**src/hdl/trim_defs.vh**
```
// Purpose: Shared constants for the channel trim register bank.
// Assumes: Included by bare name from every design file that needs it.
// Notes: Register indices are word indices; byte address is four times the index.
`ifndef TRIM_DEFS_VH
`define TRIM_DEFS_VH

// ==========================================================================
// Register word indices of both channels.
`define CH4_CONFIG_IDX 6'h1D
`define CH4_OFFSET_TRIM_HIGH_IDX 6'h1E
`define CH4_OFFSET_TRIM_LOW_IDX 6'h1F
`define CH4_GAIN_TRIM_HIGH_IDX 6'h20
`define CH4_GAIN_TRIM_LOW_IDX 6'h21
`define CH5_CONFIG_IDX 6'h22
`define CH5_OFFSET_TRIM_HIGH_IDX 6'h23
`define CH5_OFFSET_TRIM_LOW_IDX 6'h24
`define CH5_GAIN_TRIM_HIGH_IDX 6'h25
`define CH5_GAIN_TRIM_LOW_IDX 6'h26

// ==========================================================================
// Positions of the five registers inside one channel block.
`define SLOT_CONFIG 3'h0
`define SLOT_OFFSET_HIGH 3'h1
`define SLOT_OFFSET_LOW 3'h2
`define SLOT_GAIN_HIGH 3'h3
`define SLOT_GAIN_LOW 3'h4
`define SLOTS_PER_CHANNEL 6'h05

// ==========================================================================
// Field positions.
`define CFG_PHASE_MSB 15
`define CFG_PHASE_LSB 6
`define CFG_DC_OFF_BIT 2
`define CFG_SELECT_MSB 1
`define CFG_SELECT_LSB 0
`define LOW_FIELD_MSB 15
`define LOW_FIELD_LSB 8

// ==========================================================================
// Reset values.
`define GAIN_HIGH_RST 16'h8000
`define ZERO16_RST 16'h0000
`define ZERO8_RST 8'h00
`define PHASE_RST 10'h000
`define SELECT_RST 2'h0

// ==========================================================================
// Input select codes.
`define SEL_EXTERNAL 2'h0
`define SEL_SHORTED 2'h1
`define SEL_TEST_POS 2'h2
`define SEL_TEST_NEG 2'h3

// ==========================================================================
// Bus encodings.
`define HTRANS_NONSEQ 2'h2
`define HSIZE_WORD 3'h2
`define HRESP_OKAY 1'h0

`endif

```
**src/hdl/channel_trim_regs.v**
```verilog
// Purpose: Holds the five trim and configuration registers of one channel.
// Assumes: Writes arrive as a one-hot slot strobe with 16-bit data.
// Notes: Reserved bits are not stored, so they always read as zero.
`timescale 1ns/10ps
`include "trim_defs.vh"

module channel_trim_regs (
    input wire clk,
    input wire arst_n,
    input wire ce,
    input wire [4:0] wr_slot,
    input wire [15:0] wdata,
    input wire [3:0] global_dc_filter_setting,
    output wire [15:0] cfg_word,
    output wire [15:0] off_hi_word,
    output wire [15:0] off_lo_word,
    output wire [15:0] gain_hi_word,
    output wire [15:0] gain_lo_word,
    output wire signed [23:0] offset_trim,
    output wire [23:0] gain_trim,
    output wire signed [9:0] phase_delay,
    output wire dc_filter_off,
    output wire dc_filter_active,
    output wire [1:0] input_select
);

    // Stored fields; reserved bits have no storage at all.
    reg [9:0] phase_q; // Phase delay field.
    reg dc_off_q; // Per-channel filter disable.
    reg [1:0] sel_q; // Input selector.
    reg [15:0] off_hi_q; // Offset trim bits 23:8.
    reg [7:0] off_lo_q; // Offset trim bits 7:0.
    reg [15:0] gain_hi_q; // Gain trim bits 23:8.
    reg [7:0] gain_lo_q; // Gain trim bits 7:0.
    reg dc_act_q; // Effective filter enable.

    // ======================================================================
    // Register writes
    // Each slot takes only its writable bits, so reserved bits stay zero.
    always @(posedge clk or negedge arst_n) begin
        if (!arst_n) begin
            phase_q <= `PHASE_RST;
            dc_off_q <= 1'b0;
            sel_q <= `SELECT_RST;
            off_hi_q <= `ZERO16_RST;
            off_lo_q <= `ZERO8_RST;
            gain_hi_q <= `GAIN_HIGH_RST;
            gain_lo_q <= `ZERO8_RST;
        end else if (ce) begin
            if (wr_slot[`SLOT_CONFIG]) begin
                phase_q <= wdata[`CFG_PHASE_MSB:`CFG_PHASE_LSB];
                dc_off_q <= wdata[`CFG_DC_OFF_BIT];
                sel_q <= wdata[`CFG_SELECT_MSB:`CFG_SELECT_LSB];
            end
            if (wr_slot[`SLOT_OFFSET_HIGH]) begin
                off_hi_q <= wdata;
            end
            if (wr_slot[`SLOT_OFFSET_LOW]) begin
                off_lo_q <= wdata[`LOW_FIELD_MSB:`LOW_FIELD_LSB];
            end
            if (wr_slot[`SLOT_GAIN_HIGH]) begin
                gain_hi_q <= wdata;
            end
            if (wr_slot[`SLOT_GAIN_LOW]) begin
                gain_lo_q <= wdata[`LOW_FIELD_MSB:`LOW_FIELD_LSB];
            end
        end
    end

    // ======================================================================
    // Filter enable
    // The channel bit forces the filter off; otherwise the global setting,
    // where a zero field means the global filter is off.
    always @(posedge clk or negedge arst_n) begin
        if (!arst_n) begin
            dc_act_q <= 1'b0;
        end else if (ce) begin
            dc_act_q <= ~dc_off_q & (|global_dc_filter_setting);
        end
    end

    // Read words with reserved fields forced to zero.
    assign cfg_word = {phase_q, 3'h0, dc_off_q, sel_q};
    assign off_hi_word = off_hi_q;
    assign off_lo_word = {off_lo_q, 8'h00};
    assign gain_hi_word = gain_hi_q;
    assign gain_lo_word = {gain_lo_q, 8'h00};

    // Assembled values; offset and phase are two's complement.
    assign offset_trim = {off_hi_q, off_lo_q};
    // Gain is an unsigned fraction: value / 2**23, so 0x800000 is unity.
    assign gain_trim = {gain_hi_q, gain_lo_q};
    assign phase_delay = phase_q;
    assign dc_filter_off = dc_off_q;
    assign dc_filter_active = dc_act_q;
    assign input_select = sel_q;

endmodule // channel_trim_regs

```
**src/hdl/adc_channel_trim_registers.v**
```verilog
// Purpose: AHB-Lite register bank for the trim and configuration of
//          converter channels 4 and 5.
// Assumes: One AHB-Lite master, single word transfers, one clock domain.
// Notes: Writes take no wait state; reads take one wait state.
//
// Register access over AHB-Lite was left to the implementer.
`timescale 1ns/10ps
`include "trim_defs.vh"

module adc_channel_trim_registers (
    input wire clk,
    input wire arst_n,
    input wire ce,
    input wire hsel,
    input wire [31:0] haddr,
    input wire [1:0] htrans,
    input wire hwrite,
    input wire [2:0] hsize,
    input wire hready,
    input wire [31:0] hwdata,
    output wire [31:0] hrdata,
    output wire hreadyout,
    output wire hresp,
    input wire [3:0] global_dc_filter_setting,
    output wire signed [23:0] ch4_offset_trim,
    output wire [23:0] ch4_gain_trim,
    output wire signed [9:0] ch4_phase_delay,
    output wire ch4_dc_filter_off,
    output wire ch4_dc_filter_active,
    output wire [1:0] ch4_input_select,
    output wire signed [23:0] ch5_offset_trim,
    output wire [23:0] ch5_gain_trim,
    output wire signed [9:0] ch5_phase_delay,
    output wire ch5_dc_filter_off,
    output wire ch5_dc_filter_active,
    output wire [1:0] ch5_input_select
);

    // Number of channel blocks held here.
    localparam integer NUM_CH = 2;

    // ======================================================================
    // Bus state
    reg wr_pend_q; // A write is in its data phase.
    reg rd_pend_q; // A read is in its data phase.
    reg [5:0] idx_q; // Word index of the pending transfer.
    reg word_q; // The pending transfer is a whole word below byte address 0x100.
    reg ready_q; // Drives hreadyout.
    reg [31:0] rdata_q; // Drives hrdata.
    reg resp_q; // Drives hresp.

    // Address phase accepted this cycle.
    wire accept;
    // Read value selected for the pending index.
    reg [15:0] rd_word;

    // Per-channel wiring, flattened by channel number.
    wire [NUM_CH*5-1:0] wr_slot_all; // Write strobes, five per channel.
    wire [NUM_CH*80-1:0] words_all; // Five read words per channel.
    wire [NUM_CH-1:0] hit_all; // Pending index falls in the channel.
    wire [NUM_CH*3-1:0] slot_all; // Slot number inside the channel.
    wire [NUM_CH*24-1:0] offset_all; // Assembled offset trims.
    wire [NUM_CH*24-1:0] gain_all; // Assembled gain trims.
    wire [NUM_CH*10-1:0] phase_all; // Phase delays.
    wire [NUM_CH-1:0] dc_off_all; // Channel filter disables.
    wire [NUM_CH-1:0] dc_act_all; // Effective filter enables.
    wire [NUM_CH*2-1:0] sel_all; // Input selectors.

    // A transfer is taken only when selected, non-idle and the bus is ready.
    assign accept = ce & hsel & hready & htrans[1];

    // ======================================================================
    // Transfer tracking
    // A write opens a one-cycle data phase; a read drops hreadyout for one
    // cycle so the read word is sampled after any earlier write commits.
    always @(posedge clk or negedge arst_n) begin
        if (!arst_n) begin
            wr_pend_q <= 1'b0;
            rd_pend_q <= 1'b0;
            idx_q <= 6'h00;
            word_q <= 1'b0;
            ready_q <= 1'b1;
            resp_q <= `HRESP_OKAY;
        end else if (ce) begin
            wr_pend_q <= accept & hwrite;
            rd_pend_q <= accept & ~hwrite;
            // Response is always OKAY, even for unmapped addresses.
            resp_q <= `HRESP_OKAY;
            if (accept) begin
                // Byte address to word index.
                idx_q <= haddr[7:2];
                word_q <= (hsize == `HSIZE_WORD) & (haddr[31:8] == 24'h000000);
                // Insert the single wait state of a read.
                ready_q <= hwrite;
            end else begin
                // Release the wait state after the read word is loaded.
                ready_q <= 1'b1;
            end
        end
    end

    // ======================================================================
    // Channel blocks
    // Each channel decodes its own five-word window from its base index.
    genvar c;
    generate
        for (c = 0; c < NUM_CH; c = c + 1) begin : g_ch
            // Base index of this channel's configuration word.
            wire [5:0] base = (c == 0) ? `CH4_CONFIG_IDX : `CH5_CONFIG_IDX;
            // Distance of the pending index from the base.
            wire [5:0] rel = idx_q - base;
            // The index lies inside this channel's five words.
            assign hit_all[c] = word_q & (idx_q >= base) &
                                (rel < `SLOTS_PER_CHANNEL);
            assign slot_all[c*3 +: 3] = rel[2:0];
            // One-hot write strobe for the addressed slot.
            assign wr_slot_all[c*5 +: 5] = (wr_pend_q & hit_all[c]) ?
                                           (5'h01 << rel[2:0]) : 5'h00;

            channel_trim_regs u_regs (
                .clk(clk),
                .arst_n(arst_n),
                .ce(ce),
                .wr_slot(wr_slot_all[c*5 +: 5]),
                .wdata(hwdata[15:0]),
                .global_dc_filter_setting(global_dc_filter_setting),
                .cfg_word(words_all[c*80 +: 16]),
                .off_hi_word(words_all[c*80+16 +: 16]),
                .off_lo_word(words_all[c*80+32 +: 16]),
                .gain_hi_word(words_all[c*80+48 +: 16]),
                .gain_lo_word(words_all[c*80+64 +: 16]),
                .offset_trim(offset_all[c*24 +: 24]),
                .gain_trim(gain_all[c*24 +: 24]),
                .phase_delay(phase_all[c*10 +: 10]),
                .dc_filter_off(dc_off_all[c]),
                .dc_filter_active(dc_act_all[c]),
                .input_select(sel_all[c*2 +: 2])
            );
        end
    endgenerate

    // ======================================================================
    // Read selection
    // Picks the word of the hit channel; unmapped indices give zero.
    always @* begin
        rd_word = 16'h0000;
        if (hit_all[0]) begin
            case (slot_all[2:0])
                `SLOT_CONFIG: rd_word = words_all[15:0];
                `SLOT_OFFSET_HIGH: rd_word = words_all[31:16];
                `SLOT_OFFSET_LOW: rd_word = words_all[47:32];
                `SLOT_GAIN_HIGH: rd_word = words_all[63:48];
                `SLOT_GAIN_LOW: rd_word = words_all[79:64];
                default: rd_word = 16'h0000;
            endcase
        end else if (hit_all[1]) begin
            case (slot_all[5:3])
                `SLOT_CONFIG: rd_word = words_all[95:80];
                `SLOT_OFFSET_HIGH: rd_word = words_all[111:96];
                `SLOT_OFFSET_LOW: rd_word = words_all[127:112];
                `SLOT_GAIN_HIGH: rd_word = words_all[143:128];
                `SLOT_GAIN_LOW: rd_word = words_all[159:144];
                default: rd_word = 16'h0000;
            endcase
        end
    end

    // ======================================================================
    // Read data register
    // Loaded in the wait-state cycle of a read; upper half always zero.
    always @(posedge clk or negedge arst_n) begin
        if (!arst_n) begin
            rdata_q <= 32'h00000000;
        end else if (ce) begin
            if (rd_pend_q) begin
                rdata_q <= {16'h0000, rd_word};
            end
        end
    end

    // ======================================================================
    // Outputs
    // Every output is a flip-flop of this block or of a channel block.
    assign hrdata = rdata_q;
    assign hreadyout = ready_q;
    assign hresp = resp_q;

    assign ch4_offset_trim = offset_all[23:0];
    assign ch4_gain_trim = gain_all[23:0];
    assign ch4_phase_delay = phase_all[9:0];
    assign ch4_dc_filter_off = dc_off_all[0];
    assign ch4_dc_filter_active = dc_act_all[0];
    assign ch4_input_select = sel_all[1:0];

    assign ch5_offset_trim = offset_all[47:24];
    assign ch5_gain_trim = gain_all[47:24];
    assign ch5_phase_delay = phase_all[19:10];
    assign ch5_dc_filter_off = dc_off_all[1];
    assign ch5_dc_filter_active = dc_act_all[1];
    assign ch5_input_select = sel_all[3:2];

endmodule // adc_channel_trim_registers

```
**config.mk**
```make
export PLATFORM = sky130hd
export DESIGN_NAME = adc_channel_trim_registers
export DESIGN_NICKNAME = d
export VERILOG_FILES = /design/src/hdl/channel_trim_regs.v /design/src/hdl/adc_channel_trim_registers.v
export VERILOG_INCLUDE_DIRS = /design/src /design/src/hdl
export SDC_FILE = /design/constraint.sdc
export NUM_CORES = 1
export LEC_CHECK = 0
export BUFFER_PORTS_ARGS = -buffer_cell sky130_fd_sc_hd__buf_2
export CELL_PAD_IN_SITES_DETAIL_PLACEMENT = 1
export CELL_PAD_IN_SITES_GLOBAL_PLACEMENT = 1
export CORE_MARGIN = 2
export CORE_UTILIZATION = 33
export CTS_BUF_LIST = sky130_fd_sc_hd__clkbuf_2
export DETAILED_ROUTE_END_ITERATION = 16
export GPL_ROUTABILITY_DRIVEN = 1
export PLACE_DENSITY_LB_ADDON = 0.1
export SYNTH_ARGS = -nofsm -noshare
export SYNTH_HDL_FRONTEND = slang
export SYNTH_HIERARCHICAL = 1
export SYNTH_SLANG_ARGS = --single-unit
```
**constraint.sdc**
```tcl
create_clock -name clk -period 3.7 [get_ports clk]
set_input_delay 0.74 -clock clk [delete_from_list [all_inputs] [get_ports clk]]
set_output_delay 0.74 -clock clk [all_outputs]
set_load 0.01 [all_outputs]
```
### Yosys cells after proc, flatten, opt, wreduce, memory -nomap -nowiden

Cells that the tools add are included.

| operators by class | value |
|---|---|
| mux-type cells | 7 |
| equal/unequal tests | 9 |
| shift operators | 2 |
| div/mod/pow operators | 0 |
| $mul | 0 |
| $lt $le $gt $ge | 4 |
| bitwise logic cells | 17 |
| reduce and logical (&&, ||, !) cells | 16 |
| $add $sub $neg | 2 |

Operators with widths:

| operator | number |
|---|---|
| case mux 16 bit (5 select lines) | 2 |
| 2-to-1 mux 16 bit | 2 |
| zero test 24 bit | 1 |
| AND reduction 2 bit | 12 |
| equality test 3 x 2 -> 1 bit, second input constant | 5 |
| bitwise AND 1 bit | 14 |
| less-than comparator 6 x 3 -> 1 bit, second input constant | 2 |
| 2-to-1 mux 5 bit | 2 |
| left shift 1 x 3 -> 5 bit, first input constant | 2 |
| equality test 3 x 1 -> 1 bit, second input constant | 2 |
| equality test 3 bit, second input constant | 2 |
| >= comparator 6 x 5 -> 1 bit, second input constant | 1 |
| >= comparator 6 bit, second input constant | 1 |
| zero test 3 bit | 2 |
| subtractor 6 x 5 -> 6 bit, second input constant | 1 |
| subtractor 6 bit, second input constant | 1 |
| OR reduction 4 bit | 1 |
| inverter 1 bit | 3 |
| 2-to-1 mux 1 bit | 1 |

| word-level totals | value |
|---|---|
| output and inout port bits | 158 |
| logic and storage cells | 79 |
| memory bits (read-only) | 0 |
| bits in writable memories | 0 |
| memories kept | 0 |
| latch bits | 0 |
| register bits after elaboration | 150 |
| bits of input ports | 79 |

### Longest topological paths before layout

| depth | value |
|---|---|
| depth after elaboration | 6 |
| mapped depth | 12 |
| gate-level depth less buffers | 9 |

### Modules after synthesis

Netlist, hierarchy kept.

Modules (own cells, without submodules):

| module | sequential area each (µm²) | instances | cells an instance | area each (µm²) |
|---|---|---|---|---|
| channel_trim_regs | 1552.7 | 2 | 217 | 3106.7 |
| adc_channel_trim_registers | 651.9 | 1 | 326 | 2687.6 |

### Least setup slack after synthesis

Ideal clock, no wire load.

| path | value |
|---|---|
| path type | flip-flop to flip-flop |
| start | register idx_q[0] |
| end | register g_ch[0].u_regs.off_hi_q[10] |
| required time | 3.575 ns |
| library setup time | 0.125 ns |
| period minus slack after synthesis | 2.995 ns |
| buffers on the path | 6 |
| slack | 0.705 ns |
| stages on the path, launching flop included | 12 |
| arrival | 2.870 ns |
| cell sequence | dfrtp_1 -> buf_2 -> clkbuf_1 -> buf_1 -> nor2_1 -> ha_1 -> clkbuf_1 -> clkbuf_1 -> nor3_1 -> nand2_8 -> buf_12 -> mux2_4 |

| between the ends | value |
|---|---|
| cells in the longest elaborated chain, start to end | 6 |
| elaborated cells on any way between the ends | 9 |
| classes of those cells | add/sub: 1; order compare: 2; shift: 1; mux: 1; bitwise: 3; reduce/logical: 1 |

RTL lines:

| what | line | text |
|---|---|---|
| from (decl) | adc_channel_trim_registers.v:46 | `reg [5:0] idx_q;` |
| from (signal assigned) | adc_channel_trim_registers.v:91 | `idx_q <= haddr[7:2];` |
| subtractor 6 x 5 -> 6 bit or >= comparator 6 x 5 -> 1 bit (tied branches) | adc_channel_trim_registers.v:111, adc_channel_trim_registers.v:113 |  |
| less-than comparator 6 x 3 -> 1 bit (no source line) or bitwise AND 1 bit (tied branches) | -- |  |
| bitwise AND 1 bit | adc_channel_trim_registers.v:113 | `assign hit_all[c] = word_q & (idx_q >= base) &` |
| bitwise AND 1 bit | adc_channel_trim_registers.v:117 | `assign wr_slot_all[c*5 +: 5] = (wr_pend_q & hit_all[c]) ?` |
| 2-to-1 mux 5 bit * | adc_channel_trim_registers.v:117 |  |
| net wr_slot_all[1] | adc_channel_trim_registers.v:58 | `wire [NUM_CH*5-1:0] wr_slot_all;` |
| AND reduction 2 bit (no source line) * | -- |  |
| to (signal assigned) | channel_trim_regs.v:45 | `` off_hi_q <= `ZERO16_RST; `` |
| to (signal assigned) | channel_trim_regs.v:56 | `off_hi_q <= wdata;` |
| to (decl) | channel_trim_regs.v:31 | `reg [15:0] off_hi_q;` |

The timed path passes the listed nets; every way through them passes the cells marked *.
A chain may end at the register's enable or synchronous reset.

### Worst setup path after layout

| path | value |
|---|---|
| start | register idx_q[1] |
| end | register g_ch[0].u_regs.off_hi_q[5] |

The elaborated chain is that of the path after synthesis.

==> results.toml <==
[critical_path]
cp_slowest_cell = "o21ai_0"
cp.arrival_ps = 3660
critPathKind = "flop to flop"
worstPathRequired_ps = 4330
critPathBufInv = 1
critPathTopFamily = "simple AND/OR/NAND/NOR gates"
r2r_start = "idx_q[1]$_DFFE_PN0P_"
critPathLaunchType = "flop"
cp-end-kind = "flop"
r2r.worst_path.cells = 9
rr_endpoint = "g_ch[0].u_regs/off_hi_word[5]$_DFFE_PN0P_"
path_cells = "clkinv_1, ha_1, a21oi_1, nand3b_1, o21ai_0, nand3_1, nor3_1, nand2_8, mux2_4"
max_stage_delay_ps = 540
cp_max_fo = 16
reg2reg_slack_ps = 670

[routing]
wl_per_cell_um = 22.31
via_count = 5831
routed_wl_mm = 26.48
drcViolationCount = 0
drtIter0Drc = 248
ant_nets = 0
first_pass_iters = 5
vias_per_cell = 4.912

[global_route]
antenna_found_initial = 2
overflow = 0
grt_max_degree = 64
grt_pass1_wl_mm = 40.01
grt_pass1_vias = 6291
grtUsageTotal = 0.1884

[sta]
max_freq_mhz = 329.8
hold_viol = 0
drv_slew = 0
setup_tns_ps = 0
rsz0062_at_grt = "no"
max_slew.worst_pin.slew_ps = 1102
slew_headroom = 0.2641
finalCritPeriodShare = 0.8194
fin_crit_ps = 3032
setup_viol = 0
worst_clock_skew_ps = 43.46

[synth]
ys_warn_count = 6
avgSynthCellArea_um2 = 11.71
syn_inst = 760
synthTopCellsByArea = "dfrtp_1 41%, buf_4 15%, mux2_2 10%, mux2_4 10%, mux2i_1 2.2%"
synth_top_area_cell = "dfrtp_1"
yosysTopAreaCellShare = 0.4133
yosys.cell_types.count = 51
ys_ff_latch = 150
synth_area_mm2 = 0.008901
synth_edf_count = 0
ys_async_sr_fraction = 1.000
synthFlopType = "dfrtp_1"
ys_seq_area_frac = 0.4221

[cts]
cts_root_buf = "clkbuf_2"
path_clk_slew_ps = 250
postCtsSetupRepairBufs = 0
htree_levels = 4
cts_sinks = 150
cts-buffers-inserted = 17
clock_latency_ps = 750
clockBufferDepth = 2
cts_tree = "built"
cts-resized-gates = 0

[floorplanning]
start_util = 0.3331
core_area_mm2 = 0.02673
die_w_um = 168.2
die_area_mm2 = 0.02830
ios = 237
die_y_um = 168.2
rows = 60

[final_layout]
finalNetCount = 914
layout-drive-gt1-share = 0.4775
layout_common_cells = "199 x buf_2, 145 x dfrtp_1, 80 x mux2_2, 60 x mux2_4, 55 x conb_1"
layout_commonest_cell = "buf_2"
synthToLayoutAreaGrowth_pct = 4.737

[power_and_ir_drop]
finalPower_mw = 3.394
pwr_density_cell_mw_per_mm2 = 364.1
ir_drop_mv = 0.1228
leakage_nw = 5.014

[hold_path]
min_from = "haddr[6]"
hold_class = "primary input to flop"
hold_depth = 2
hold_path_end = "idx_q[4]$_DFFE_PN0P_"

[place]
io_buffers = 200
place_congestion = 0.7401
dp_hpwl_mm = 17.84

[job]
cap_violations = 0

[outcome]
outcome = "finished clean"
[power by group]
group | internal, mW | switching (mW) | total, mW
Combinational | 0.224 | 0.523 | 0.748
Sequential | 1.66 | 0.0255 | 1.69
Clock | 0.266 | 0.694 | 0.960
Total | 2.15 | 1.24 | 3.39
[layout make-up]
type                    instances  area [um2]
clock buffers                  18       90.09
repair buffers                214        1140
inverters                       8       30.03
fillers                      3021       17400
well taps                     341       426.7
multi-input cells             440        3731
flip-flops and latches        150        3760
clock inverters                14       140.1
diodes                          2       5.005
[synthesized netlist by cell type (9+ instances only)]
master and instances:
a21oi_1 25, mux2_2 80, buf_4 177, clkbuf_1 18, nor2_1 20, nand3_1 10
a22o_1 15, a211oi_1 10, a221oi_1 9, mux2i_1 20, nand2_1 29, dfrtp_1 147
mux2_4 60, o221ai_1 15, a22oi_1 15, o21ai_0 11
[metrics by stage]
| stage | instance area (um2) | cells | util | setup slack, ps | hold WS [ps] |
|---|---|---|---|---|---|
| 3_5_place_dp | 9077 | 1152 | 0.3397 | 721.3 | 477.2 |
| 3_3_place_gp | 9077 | 1152 | 0.3397 | 843.5 | 467.9 |
| 4_1_cts | 9318 | 1185 | 0.3486 | 690.9 | 142.9 |
| 2_1_floorplan | 9096 | 812 | - | 705.1 | 444.4 |
| 6_report | 9323 | 1187 | 0.3488 | 668.2 | 227.5 |
| 5_1_grt | 9323 | 1187 | 0.3488 | 505.2 | 129.6 |
[cell families after synthesis]
group,count (synthesis),synth area share
compound gates,118,0.09671
xor+xnor,1,0.0009842
fa+ha+maj,4,0.005623
buf+inv,222,0.1809
flops,150,0.4221
mux,161,0.2274
other cells,3,0.001265
simple gates,101,0.06494
[what timing repair did]
action,CTS,global route
endpoints found under the hold margin,38,0
hold buffers,1,0
endpoints found under the setup margin,0,0
[registers in the layout, summed over array words and instances (netlist names)]
| name | flops |
|---|---|
| g_ch.u_regs/phase_delay | 20 |
| g_ch.u_regs/dc_filter_active | 2 |
| idx_q | 6 |
| g_ch.u_regs/gain_lo_q | 16 |
| g_ch.u_regs/gain_hi_word | 32 |
| g_ch.u_regs/input_select | 4 |
| rd_pend_q | 1 |
| hreadyout | 1 |
| wr_pend_q | 1 |
| g_ch.u_regs/dc_filter_off | 2 |
| g_ch.u_regs/off_lo_q | 16 |
| word_q | 1 |
| g_ch.u_regs/off_hi_word | 32 |
| hrdata | 16 |
[layer usage]
layer	up-vias	track usage	share of wire
li1	2642	-	-
met1	3011	0.2468	0.45
met2	163	0.3271	0.49
met3	15	0.03479	0.044
met4	0	0.03636	0.0089
met5	-	0	0
[how the worst max path moves through the flow]
stage / startpoint / cells after the start / endpoint / slack (ps)
final: idx_q[1]$_DFFE_PN0P_ / 9 / g_ch[0].u_regs/off_hi_word[5]$_DFFE_PN0P_ / 670
after global routing: idx_q[1]$_DFFE_PN0P_ / 8 / hrdata[11]$_DFFE_PN0P_ / 510
after CTS: idx_q[1]$_DFFE_PN0P_ / 9 / g_ch[0].u_regs/off_hi_word[5]$_DFFE_PN0P_ / 690
after detailed placement: idx_q[1]$_DFFE_PN0P_ / 9 / g_ch[0].u_regs/off_hi_word[5]$_DFFE_PN0P_ / 720
after global placement: idx_q[1]$_DFFE_PN0P_ / 8 / hrdata[11]$_DFFE_PN0P_ / 840
after floorplan: idx_q[0]$_DFFE_PN0P_ / 11 / g_ch[0].u_regs/off_hi_word[10]$_DFFE_PN0P_ / 710
Power figures use the tool's default switching activity.
